## src/mfmpc_params.svh

```systemverilog
/*
  Constants for the write precompensation and phase detector block.
  Assumes a 100 MHz clk_i and pins that are asynchronous to it.
*/
// Summary of operation
// - Comparison clock before delayed data gives a lower-frequency pulse.
// - Lower pulse runs from clock edge to delayed data edge.
// - Data before clock gives active-low raise pulse, width equals error.
// - Comparison clock is bit two of a 4-bit oscillator counter.
// - Tracking disabled selects the double-rate write clock as detector input.
// - Raise and lower never active together, neither on exact coincidence.
// - On coincidence both detector flops set briefly, then both reset.
// - With only one detector flop set, detection keeps running.
// - Write pulse synchronised to controller clock and 4 MHz clock before load.
// - Parallel inputs settle before the commands are latched and shifting begins.
// - Advance loads at stage C and leaves 120 ns early.
// - Retard loads at stage A and leaves 120 ns late.
// - Neither command loads their combined condition at stage B, nominal time.
// - Write output is inverted last stage through open-collector inverter.
// - Detector is enabled then disabled once per selected input pulse: disk data when tracking, else the write clock.
// - Both inverted detector outputs low sets enable flop, clearing both.
`ifndef MFMPC_PARAMS_SVH
`define MFMPC_PARAMS_SVH

// ****************
// Timing
// ****************
`define MFMPC_CLK_MHZ 100
`define MFMPC_SHIFT_NS 125
`define MFMPC_SHIFT_CYC ((`MFMPC_SHIFT_NS * `MFMPC_CLK_MHZ) / 1000)
`define MFMPC_DATA_DELAY_CYC 20

// ****************
// Field positions
// ****************
`define MFMPC_CNT_W 4
`define MFMPC_CMP_BIT 2
`define MFMPC_SR_W 4
`define MFMPC_STAGE_D 0
`define MFMPC_STAGE_C 1
`define MFMPC_STAGE_B 2
`define MFMPC_STAGE_A 3
`define MFMPC_BUSY_TICKS 4
`define MFMPC_CMD_W 2

// ****************
// Pin order in the synchroniser bank
// ****************
`define MFMPC_NPIN 9
`define MFMPC_P_DISK 0
`define MFMPC_P_DBL 1
`define MFMPC_P_TRACK 2
`define MFMPC_P_WP_N 3
`define MFMPC_P_CTRL 4
`define MFMPC_P_FOUR_N 5
`define MFMPC_P_OSC 6
`define MFMPC_P_EARLY 7
`define MFMPC_P_LATE 8

`endif

```

## src/mfmpc_pkg.sv

```systemverilog
/*
  Types for the write precompensation and phase detector block.
  Assumes nothing beyond the params header.
*/
package mfmpc_pkg;
  typedef enum logic [1:0] {
    P_IDLE,
    P_SYNC,
    P_SETTLE,
    P_PUSH
  } mfmpc_load_t;
endpackage

```

## src/mfmpc_buffer.sv

```systemverilog
/*
  Two-entry buffer with valid and ready on both sides.
  Assumes a single clock and synchronous active-high reset.
*/
`timescale 1ns/1ps
`default_nettype none
module mfmpc_buffer #(
  parameter int WIDTH = 2,
  parameter int DEPTH = 2
) (
  input wire logic clk_i,
  input wire logic reset_i,
  input wire logic in_valid_i,
  output logic in_ready_o,
  input wire logic [WIDTH-1:0] in_data_i,
  output logic out_valid_o,
  input wire logic out_ready_i,
  output logic [WIDTH-1:0] out_data_o
);
  localparam int AW = (DEPTH > 1) ? $clog2(DEPTH) : 1;
  logic [WIDTH-1:0] mem [DEPTH];
  logic [AW-1:0] wr_ptr;
  logic [AW-1:0] rd_ptr;
  logic [AW:0] count;
  logic push;
  logic pop;

  assign in_ready_o = (count != (AW+1)'(DEPTH));
  assign out_valid_o = (count != '0);
  assign push = in_valid_i && in_ready_o;
  assign pop = out_valid_o && out_ready_i;
  assign out_data_o = mem[rd_ptr];

  always_ff @(posedge clk_i) begin
    if (push) begin
      mem[wr_ptr] <= in_data_i;
    end
  end

  always_ff @(posedge clk_i) begin
    if (reset_i) begin
      wr_ptr <= '0;
      rd_ptr <= '0;
      count <= '0;
    end else begin
      if (push) begin
        wr_ptr <= (wr_ptr == AW'(DEPTH - 1)) ? '0 : wr_ptr + 1'b1;
      end
      if (pop) begin
        rd_ptr <= (rd_ptr == AW'(DEPTH - 1)) ? '0 : rd_ptr + 1'b1;
      end
      if (push && !pop) begin
        count <= count + 1'b1;
      end else if (pop && !push) begin
        count <= count - 1'b1;
      end
    end
  end
endmodule
`default_nettype wire

```

## src/mfmpc_top.sv

```systemverilog
/*
  Write precompensation shift register and read data phase detector.
  Assumes all pins asynchronous to clk_i; oscillator and filter outside.
*/
`timescale 1ns/1ps
`default_nettype none
`include "mfmpc_params.svh"
module mfmpc_top
  import mfmpc_pkg::*;
#(
  parameter logic [7:0] DATA_DELAY_CYC = 8'(`MFMPC_DATA_DELAY_CYC),
  parameter int BUF_DEPTH = 2
) (
  input wire logic clk_i,
  input wire logic reset_i,
  input wire logic disk_data_i,
  input wire logic double_rate_write_clock_i,
  input wire logic osc_track_enable_i,
  input wire logic osc_clock_i,
  input wire logic serial_write_pulse_in_n_i,
  input wire logic controller_clock_i,
  input wire logic four_meg_clock_n_i,
  input wire logic early_cmd_i,
  input wire logic late_cmd_i,
  output logic lower_freq_o,
  output logic raise_freq_n_o,
  output logic comparison_clock_o,
  output logic last_stage_out_n_o,
  output logic write_data_o,
  output logic write_data_oe_n_o,
  output logic write_ready_o
);
  // ****************
  // Pin synchronisers
  // ****************
  logic [`MFMPC_NPIN-1:0] pins;
  logic [`MFMPC_NPIN-1:0] s1;
  logic [`MFMPC_NPIN-1:0] s2;
  logic [`MFMPC_NPIN-1:0] s3;
  logic [`MFMPC_NPIN-1:0] f;
  logic [`MFMPC_NPIN-1:0] f_prev;

  assign pins = {late_cmd_i, early_cmd_i, osc_clock_i, four_meg_clock_n_i,
                 controller_clock_i, serial_write_pulse_in_n_i,
                 osc_track_enable_i, double_rate_write_clock_i, disk_data_i};

  genvar gi;
  generate
    for (gi = 0; gi < `MFMPC_NPIN; gi++) begin : g_sync
      always_ff @(posedge clk_i) begin
        s1[gi] <= pins[gi];
        s2[gi] <= s1[gi];
        s3[gi] <= s2[gi];
      end
      // Change counts only once two stages agree
      always_ff @(posedge clk_i) begin
        if (reset_i) begin
          f[gi] <= 1'b0;
        end else if (s2[gi] == s3[gi]) begin
          f[gi] <= s3[gi];
        end
      end
    end
  endgenerate

  always_ff @(posedge clk_i) begin
    if (reset_i) begin
      f_prev <= '0;
    end else begin
      f_prev <= f;
    end
  end

  // ****************
  // Oscillator counter
  // ****************
  logic [`MFMPC_CNT_W-1:0] osc_cnt;
  logic osc_rise;
  logic cmp_rise;

  assign osc_rise = f[`MFMPC_P_OSC] && !f_prev[`MFMPC_P_OSC];

  always_ff @(posedge clk_i) begin
    if (reset_i) begin
      osc_cnt <= '0;
    end else if (osc_rise) begin
      osc_cnt <= osc_cnt + 1'b1;
    end
  end

  always_ff @(posedge clk_i) begin
    if (reset_i) begin
      comparison_clock_o <= 1'b0;
    end else begin
      comparison_clock_o <= osc_cnt[`MFMPC_CMP_BIT];
    end
  end

  assign cmp_rise = osc_cnt[`MFMPC_CMP_BIT] && !comparison_clock_o;

  // ****************
  // Detector input and data delay
  // ****************
  logic sel_now;
  logic sel_prev;
  logic sel_rise;
  logic [7:0] dly_cnt;
  logic dly_edge;

  // Idle drive keeps the loop near nominal
  assign sel_now = f[`MFMPC_P_TRACK] ? f[`MFMPC_P_DISK] : f[`MFMPC_P_DBL];
  assign sel_rise = sel_now && !sel_prev;

  always_ff @(posedge clk_i) begin
    if (reset_i) begin
      sel_prev <= 1'b0;
    end else begin
      sel_prev <= sel_now;
    end
  end

  always_ff @(posedge clk_i) begin
    if (reset_i) begin
      dly_cnt <= '0;
      dly_edge <= 1'b0;
    end else begin
      dly_edge <= (dly_cnt == 8'h01);
      if (sel_rise) begin
        dly_cnt <= DATA_DELAY_CYC;
      end else if (dly_cnt != '0) begin
        dly_cnt <= dly_cnt - 1'b1;
      end
    end
  end

  // ****************
  // Phase detector
  // ****************
  logic det_off;
  logic clk_ff;
  logic data_ff;

  always_ff @(posedge clk_i) begin
    if (reset_i) begin
      det_off <= 1'b1;
      clk_ff <= 1'b0;
      data_ff <= 1'b0;
    end else if (clk_ff && data_ff) begin
      det_off <= 1'b1;
      clk_ff <= 1'b0;
      data_ff <= 1'b0;
    end else begin
      if (sel_rise) begin
        det_off <= 1'b0;
      end
      // Only one set: gate stays low, keep measuring
      if (!det_off && cmp_rise) begin
        clk_ff <= 1'b1;
      end
      if (!det_off && dly_edge) begin
        data_ff <= 1'b1;
      end
    end
  end

  always_ff @(posedge clk_i) begin
    if (reset_i) begin
      lower_freq_o <= 1'b0;
      raise_freq_n_o <= 1'b1;
    end else begin
      lower_freq_o <= clk_ff && !data_ff;
      raise_freq_n_o <= !(data_ff && !clk_ff);
    end
  end

  // ****************
  // Shift tick divider
  // ****************
  localparam int TICK_SPAN = `MFMPC_SHIFT_CYC;
  logic [7:0] div_cnt;
  logic shift_tick;

  always_ff @(posedge clk_i) begin
    if (reset_i) begin
      div_cnt <= '0;
      shift_tick <= 1'b0;
    end else begin
      shift_tick <= (div_cnt == 8'(`MFMPC_SHIFT_CYC - 1));
      div_cnt <= (div_cnt == 8'(`MFMPC_SHIFT_CYC - 1)) ? '0 : div_cnt + 1'b1;
    end
  end

  // ****************
  // Write pulse capture
  // ****************
  mfmpc_load_t state;
  logic wp_fall;
  logic sync_ok;
  logic push_valid;
  logic [`MFMPC_CMD_W-1:0] push_cmd;
  logic buf_in_ready;
  logic buf_out_valid;
  logic buf_pop;
  logic [`MFMPC_CMD_W-1:0] buf_cmd;

  assign wp_fall = !f[`MFMPC_P_WP_N] && f_prev[`MFMPC_P_WP_N];
  assign sync_ok = f[`MFMPC_P_CTRL] && !f[`MFMPC_P_FOUR_N] && f_prev[`MFMPC_P_FOUR_N];
  assign write_ready_o = (state == P_IDLE);

  always_ff @(posedge clk_i) begin
    if (reset_i) begin
      state <= P_IDLE;
      push_valid <= 1'b0;
      push_cmd <= '0;
    end else begin
      case (state)
        P_IDLE: begin
          if (wp_fall) begin
            state <= P_SYNC;
          end
        end
        P_SYNC: begin
          if (sync_ok) begin
            state <= P_SETTLE;
          end
        end
        P_SETTLE: begin
          // Waiting for the next shift tick lets the command pins settle
          if (shift_tick) begin
            push_cmd <= {f[`MFMPC_P_EARLY], f[`MFMPC_P_LATE]};
            push_valid <= 1'b1;
            state <= P_PUSH;
          end
        end
        P_PUSH: begin
          if (buf_in_ready) begin
            push_valid <= 1'b0;
            state <= P_IDLE;
          end
        end
        default: begin
          state <= P_IDLE;
        end
      endcase
    end
  end

  mfmpc_buffer #(
    .WIDTH(`MFMPC_CMD_W),
    .DEPTH(BUF_DEPTH)
  ) u_buffer (
    .clk_i(clk_i),
    .reset_i(reset_i),
    .in_valid_i(push_valid),
    .in_ready_o(buf_in_ready),
    .in_data_i(push_cmd),
    .out_valid_o(buf_out_valid),
    .out_ready_i(buf_pop),
    .out_data_o(buf_cmd)
  );

  // ****************
  // Precompensation shift register
  // ****************
  logic [`MFMPC_SR_W-1:0] sr;
  logic [2:0] busy;

  // Busy shifter stalls the buffer rather than dropping a bit
  assign buf_pop = shift_tick && (busy == '0) && buf_out_valid;

  always_ff @(posedge clk_i) begin
    if (reset_i) begin
      sr <= '0;
      busy <= '0;
    end else if (buf_pop) begin
      sr[`MFMPC_STAGE_A] <= buf_cmd[0];
      sr[`MFMPC_STAGE_B] <= !buf_cmd[1] && !buf_cmd[0];
      sr[`MFMPC_STAGE_C] <= buf_cmd[1];
      sr[`MFMPC_STAGE_D] <= 1'b0;
      busy <= 3'(`MFMPC_BUSY_TICKS);
    end else if (shift_tick) begin
      sr <= {1'b0, sr[`MFMPC_SR_W-1:1]};
      if (busy != '0) begin
        busy <= busy - 1'b1;
      end
    end
  end

  assign last_stage_out_n_o = !sr[`MFMPC_STAGE_D];
  assign write_data_o = 1'b0;
  assign write_data_oe_n_o = !last_stage_out_n_o;

  // ****************
  // Checks
  // ****************
  a_lower_on_clk: assert property (@(posedge clk_i) disable iff (reset_i)
    (clk_ff && !data_ff) |=> lower_freq_o)
    else $error("lower pulse missing after clock-first");

  a_raise_on_data: assert property (@(posedge clk_i) disable iff (reset_i)
    (data_ff && !clk_ff) |=> !raise_freq_n_o && !lower_freq_o)
    else $error("raise pulse missing after data-first");

  a_pump_exclusive: assert property (@(posedge clk_i) disable iff (reset_i)
    !(lower_freq_o && !raise_freq_n_o))
    else $error("raise and lower active together");

  a_coinc_reset: assert property (@(posedge clk_i) disable iff (reset_i)
    (clk_ff && data_ff) |=> (!clk_ff && !data_ff && det_off) ##1
    (lower_freq_o == 1'b0 && raise_freq_n_o == 1'b1))
    else $error("coincidence did not reset detector");

  a_single_runs: assert property (@(posedge clk_i) disable iff (reset_i)
    (clk_ff ^ data_ff) |-> !det_off)
    else $error("detector stopped with one flop set");

  a_cmp_bit: assert property (@(posedge clk_i) disable iff (reset_i)
    $rose(comparison_clock_o) |-> $past(osc_cnt[`MFMPC_CMP_BIT], 1) && $past(osc_rise, 2))
    else $error("comparison clock not from counter bit");

  a_idle_source: assert property (@(posedge clk_i) disable iff (reset_i)
    (sel_rise && !f[`MFMPC_P_TRACK]) |-> f[`MFMPC_P_DBL])
    else $error("idle detector input not write clock");

  a_early_exit: assert property (@(posedge clk_i) disable iff (reset_i)
    (buf_pop && buf_cmd[1]) |=> ##[1:TICK_SPAN] sr[`MFMPC_STAGE_D])
    else $error("early bit late at last stage");

  a_load_synced: assert property (@(posedge clk_i) disable iff (reset_i)
    $rose(push_valid) |-> $past(state == P_SETTLE) && $past(shift_tick))
    else $error("load without sync and settle");

  c_coinc: cover property (@(posedge clk_i) disable iff (reset_i) clk_ff && data_ff);
  c_lower: cover property (@(posedge clk_i) disable iff (reset_i) $rose(lower_freq_o));
  c_raise: cover property (@(posedge clk_i) disable iff (reset_i) $fell(raise_freq_n_o));
  c_late: cover property (@(posedge clk_i) disable iff (reset_i) buf_pop && buf_cmd[0]);
endmodule
`default_nettype wire
```

## config.mk

```make
export PLATFORM = sky130hd
export DESIGN_NAME = mfmpc_top
export DESIGN_NICKNAME = d
export VERILOG_FILES = /design/src/mfmpc_pkg.sv /design/src/mfmpc_buffer.sv /design/src/mfmpc_top.sv
export VERILOG_INCLUDE_DIRS = /design/src /design/src/src
export SDC_FILE = /design/constraint.sdc
export NUM_CORES = 1
export LEC_CHECK = 0
export ABC_AREA = 1
export BUFFER_PORTS_ARGS = -buffer_cell sky130_fd_sc_hd__buf_4
export CORE_MARGIN = 3
export CORE_UTILIZATION = 55
export DETAILED_ROUTE_END_ITERATION = 7
export HOLD_SLACK_MARGIN = 0.1
export PLACE_DENSITY = 0.73
export SLEW_MARGIN = 20
export SYNTH_ARGS = -nofsm -noshare
export SYNTH_HDL_FRONTEND = slang
export SYNTH_SLANG_ARGS = --single-unit
export TNS_END_PERCENT = 50
```

## constraint.sdc

```tcl
create_clock -name clk_i -period 3.65 [get_ports clk_i]
set_clock_uncertainty 0.05 [all_clocks]
set_input_delay 0.1825 -clock clk_i [delete_from_list [all_inputs] [get_ports clk_i]]
set_output_delay 0.1825 -clock clk_i [all_outputs]
set_load 0.02 [all_outputs]
```

* Word-level counts from Yosys, hierarchy flattened
Memory sizes are Yosys's and may differ from the RTL's. A register that Yosys moved wholly into a read port is not among the register bits.
Cells that the tools add are included.
** Word-level totals
- Register bits :: 88
- RAM bits :: 4
- Bits of input ports :: 11
- Output and inout bits :: 7
- Logic and storage cells :: 163
- Memories kept :: 1
** Memory list
- u_buffer.mem :: words 2, width 2, rd ports 1, clocked after memory_dff 1, write ports 1, line mfmpc_buffer.sv:21 : logic [WIDTH-1:0] mem [DEPTH];
** Cells by class
- Add/subtract/negate cells :: 8
- Eq/ne operators :: 19
- Muxes and demuxes :: 24
- Reductions and logical operators :: 51
** Operator list (number)
- $logic_and A1 B1 Y1 :: 18
- $logic_not A1 Y1 :: 14
- $mux W2 :: 6
- $reduce_bool A2 Y1 :: 6
- $mux W5 :: 2
- $eq A1 B1 Y1 :: 9
- $mux W1 :: 9
- $mux W3 :: 3
- $add A8 B1 Y8 const B :: 1
- $eq A8 B1 Y1 const B :: 1
- $eq A8 B4 Y1 const B :: 1
- $mux W4 :: 2
- $pmux W2 S4 :: 1
- $reduce_bool A8 Y1 :: 1
- $reduce_or A2 Y1 :: 4
- $sub A8 B1 Y8 const B :: 1
- $ne A2 B2 Y1 const B :: 3
- $reduce_and A2 Y1 :: 3
- $add A4 B1 Y4 const B :: 1
- $eq A2 B2 Y1 const B :: 2
- $ne A2 B1 Y1 const B :: 2
- $reduce_and A4 Y1 :: 1
- $logic_not A3 Y1 :: 1
- $reduce_and A3 Y1 :: 1
- 8 further kinds :: 9

* Depth between registers and ports, before layout
- Depth in word-level cells :: 7
- Depth in mapped cells :: 11
- Gate-level depth less buffers :: 11

* Cells and area by module
From an unflattened synthesis, not the netlist that was laid out.
** Unflattened totals
- Cells, all modules :: 382
- Area total of the unflattened synthesis :: 3261.9 µm²
** By module, submodules not included
- mfmpc_top :: instances 1, cells each 339, area each 2869.0 µm², sequential area each 1581.5 µm²
- mfmpc_buffer :: instances 1, cells each 43, area each 392.9 µm², sequential area each 220.2 µm²

* Worst setup path before layout
Ideal clock, no wire load.
- Path type :: register -> register
- Start point :: register busy[0]
- End point :: register u_buffer.count[1]
- Setup time :: 0.119 ns
- Arrival time :: 1.471 ns
- Required time :: 3.481 ns
- Setup slack :: 2.010 ns
- Cell stages (with the launch flop) :: 11
- Path buffers :: 0
- Period minus slack after synthesis :: 1.640 ns
- Path through :: dfxtp_1 -> inv_1 -> ha_1 -> inv_1 -> nor2_4 -> nand3_2 -> ha_1 -> inv_1 -> nand3_1 -> o21ai_0 -> a21oi_1
** On the way
- Word-level cells in the longest chain between the ends :: 7
- Elaborated cells on any way between the ends :: 9
- Those cells by class :: mux: 1; reduce/logical: 8
** RTL lines
- from (decl) :: line mfmpc_top.sv:266 : logic [2:0] busy;
- from (signal assigned) :: line mfmpc_top.sv:280 : busy <= 3'(`MFMPC_BUSY_TICKS);
- from (signal assigned) :: line mfmpc_top.sv:284 : busy <= busy - 1'b1;
- $logic_not A3 Y1 * :: line mfmpc_top.sv:269 : assign buf_pop = shift_tick && (busy == '0) && buf_out_valid;
- $logic_and A1 B1 Y1 * (2 in series) :: line mfmpc_top.sv:269
- $logic_and A1 B1 Y1 * :: line mfmpc_buffer.sv:31 : assign pop = out_valid_o && out_ready_i;
- $logic_not A1 Y1 :: line mfmpc_buffer.sv:52 : if (push && !pop) begin
- $logic_and A1 B1 Y1 :: line mfmpc_buffer.sv:52
- $mux W2 / $reduce_bool A2 Y1 (equally long branches)
- to (signal assigned) :: line mfmpc_buffer.sv:53 : count <= count + 1'b1;
- to (signal assigned) :: line mfmpc_buffer.sv:55 : count <= count - 1'b1;
- to (decl) :: line mfmpc_buffer.sv:24 : logic [AW:0] count;
Mark *: on every way between the ends. The rest lies on a longest branch, timed or not.
A chain may end at the register's enable or synchronous reset.

* Final worst setup path
Same ends and word-level chain as after synthesis.

==> run_results.csv <==
group,metric,value,unit
run_status,status,"finished, final reports clean",
timing,holdWs,118,ps
finish,final-seq-area,0.00180,sq mm
placement,io_buffers,16,
timing,setup_viol,0,
detailed_routing,routed_wl,4950,um
timing,period_needed,1820,ps
timing,worst_slack,1830,ps
critical_path,cp_max_fo,6,
flow_run,drv_cap,0,
synthesis,synth_area,0.00317,sq mm
detailed_routing,wl_per_cell,10.5,um
die,rows,26,
clock_network,clock_sinks,88,
synthesis,syn_nets,391,
finish,multi_input_area,0.00116,sq mm
critical_path,worstRegToRegCells,10,
critical_path,crit_type,"reg2reg",
pwr,leakagePower,1.60,nW
clock_network,post-cts-setup-buffers,0,
global_route,grt_pass1_vias,2049,
die,die-area,0.00670,sq mm
finish,drive_gt1_frac,0.104,
timing,grt_setup_unrepaired,"no",
timing,fin_crit_sh,0.499,
clock_network,htreeDepth,3,
clock_network,clk_latency,340,ps
global_route,overflow,0,
synthesis,synth.avg_cell_area,8.63,sq um
synthesis,synth_seq_cells,88,
global_route,antenna_found_initial,0,
placement,post-dp-hpwl,3270,um
detailed_routing,drc,0,
critical_path,arrival,2000,ps
pwr,vdd_drop_max,0.383,mV
finish,final_common_cell,"dfxtp_1",
detailed_routing,ant_nets,0,
placement,dp_slack,1850,ps
clock_network,cts_buffers,9,
critical_path,end_kind,"flip-flop",
detailed_routing,num_vias,2219,
global_route,grt_usage,0.165,
detailed_routing,vias_per_cell,4.69,
detailed_routing,dr.pass1.iters,4,
synthesis,synth_cells,367,
die,io_pins,18,
finish,fillerInstances,429,
timing,hold_viol_final,0,
clock_network,cts.clk_slew.worst_paths,80,ps
min_path,worstHoldPathType,"in2reg",
synthesis,synth_cell_type_count,30,
global_route,grt_max_degree,26,
critical_path,start_kind,"flip-flop",
min_path,whs_path_depth,2,
die,core_area,0.00534,sq mm
clock_network,cts_tree,"done",
finish,final_cell_mix,"dfxtp_1 (84), nor2_1 (69), nand2_1 (59)",
critical_path,required,3830,ps
pwr,power_density,603,mW/mm^2
die,die_y,81.9,um
placement,gp_congestion,0.802,
finish,area_delta_synth_final,14.4,%
synthesis,synth-warning-count,0,
placement,dp.cells,448,
clock_network,ctsLongestPathBuffers,2,
synthesis,synth_seq_area_share,0.569,
pwr,finalPower,0.00218,W
timing,timing.fmax,0.549,GHz
finish,final_net_count,422,
finish,antenna_cells,0,
timing,setup_tns,0,ps
finish,finalNonFillerCells,473,
detailed_routing,first_iter_violations,95,
die,start_util,0.593,
timing,maxSlewViolCount,0,
die,die_x,81.9,um
clock_network,cts_root_buffer,"clkbuf_8",
global_route,grt_pass1_wl,8420,um
==> area by class of cell <==
type                       count  area share
clock buffer                  13      0.0466
clock inverter                 3     0.00415
inverter                      45      0.0477
multi-input combinational    229       0.322
sequential                    88       0.498
tap                           70      0.0242
timing repair buffer          25      0.0581
==> worst paths after layout <==
| kind | endpoint | from | slack (ps) |
|---|---|---|---|
| setup / recovery | u_buffer.count[1] | busy[0] | 1830 |
| hold / removal | f_prev[6] | reset_i | 120 |
| setup reg to reg | u_buffer.count[1] | busy[0] | 1830 |
| hold reg to reg | s2[0] | s1[0] | 280 |
==> repair_timing <==
action	4_1_cts	5_1_grt
gates resized for setup	0	0
setup endpoints to repair	0	0
hold endpoints to repair	9	0
hold buffers	9	0
==> metrics by stage <==
stage	instance area, sq um	util
2_1_floorplan	3170	-
3_3_place_gp	3350	0.627
3_5_place_dp	3350	0.627
4_1_cts	3620	0.679
5_1_grt	3620	0.679
6_report	3620	0.679
==> sequential cells by signal, indices dropped and copies added, names as in the netlist, 2 cells and up, named ones only <==
name	cells
push_cmd	2
dly_cnt	8
busy	3
s2	9
s1	9
div_cnt	8
u_buffer.count	2
sr	4
f	9
state	2
osc_cnt	3
u_buffer.mem	4
f_prev	3
s3	9
==> per-layer routing <==
layer	global-route usage	vias to the layer above	part of all wire
li1	-	1211	-
met1	0.203	970	0.51
met2	0.267	31	0.45
met3	0.0461	7	0.031
met4	0.0797	0	0.015
met5	0	-	0
==> power breakdown <==
group	leakage, nW	internal, W	switching, W
logic	0.778	0.000195	0.000271
clock network	0.0992	0.000300	0.000310
registers	0.724	0.00105	0.0000622
total	1.60	0.00154	0.000643
==> kinds of logic after synthesis <==
kind of cell	count (synthesis)	share of synthesized area
adder cells (fa/ha/maj)	13	0.0514
AND/OR/NAND/NOR	158	0.210
AO/OA/AOI/OAI	47	0.0775
buffers and inverters	50	0.0628
flip-flops	88	0.569
XOR/XNOR	10	0.0277
other	1	0.00118
==> cell usage after synthesis (all sizes together) <==
cell | instances | area, sq um
a31oi | 1 | 6.26
or2 | 1 | 6.26
nor3 | 4 | 20.0
a21oi | 22 | 110
inv | 44 | 168
nand2 | 59 | 221
xor2 | 8 | 70.1
o21a | 1 | 7.51
clkbuf | 1 | 5.00
clkinv | 1 | 5.00
nand4 | 2 | 12.5
nand3 | 18 | 95.1
dfxtp | 84 | 1680
conb | 1 | 3.75
xnor2 | 2 | 17.5
nor2 | 74 | 310
o21ai | 22 | 114
edfxtp | 4 | 120
ha | 13 | 163
o21bai | 1 | 7.51
buf | 4 | 21.3
==> worst max-delay path, stage by stage, from the launching register on <==
cell	delay, ps
dfxtp_1	310
inv_1	90
ha_1	150
inv_1	60
nor2_4	130
nand3_2	180
ha_1	340
inv_1	80
nand3_1	100
o21ai_0	170
a21oi_1	50
Power figures use the tool's default switching activity.
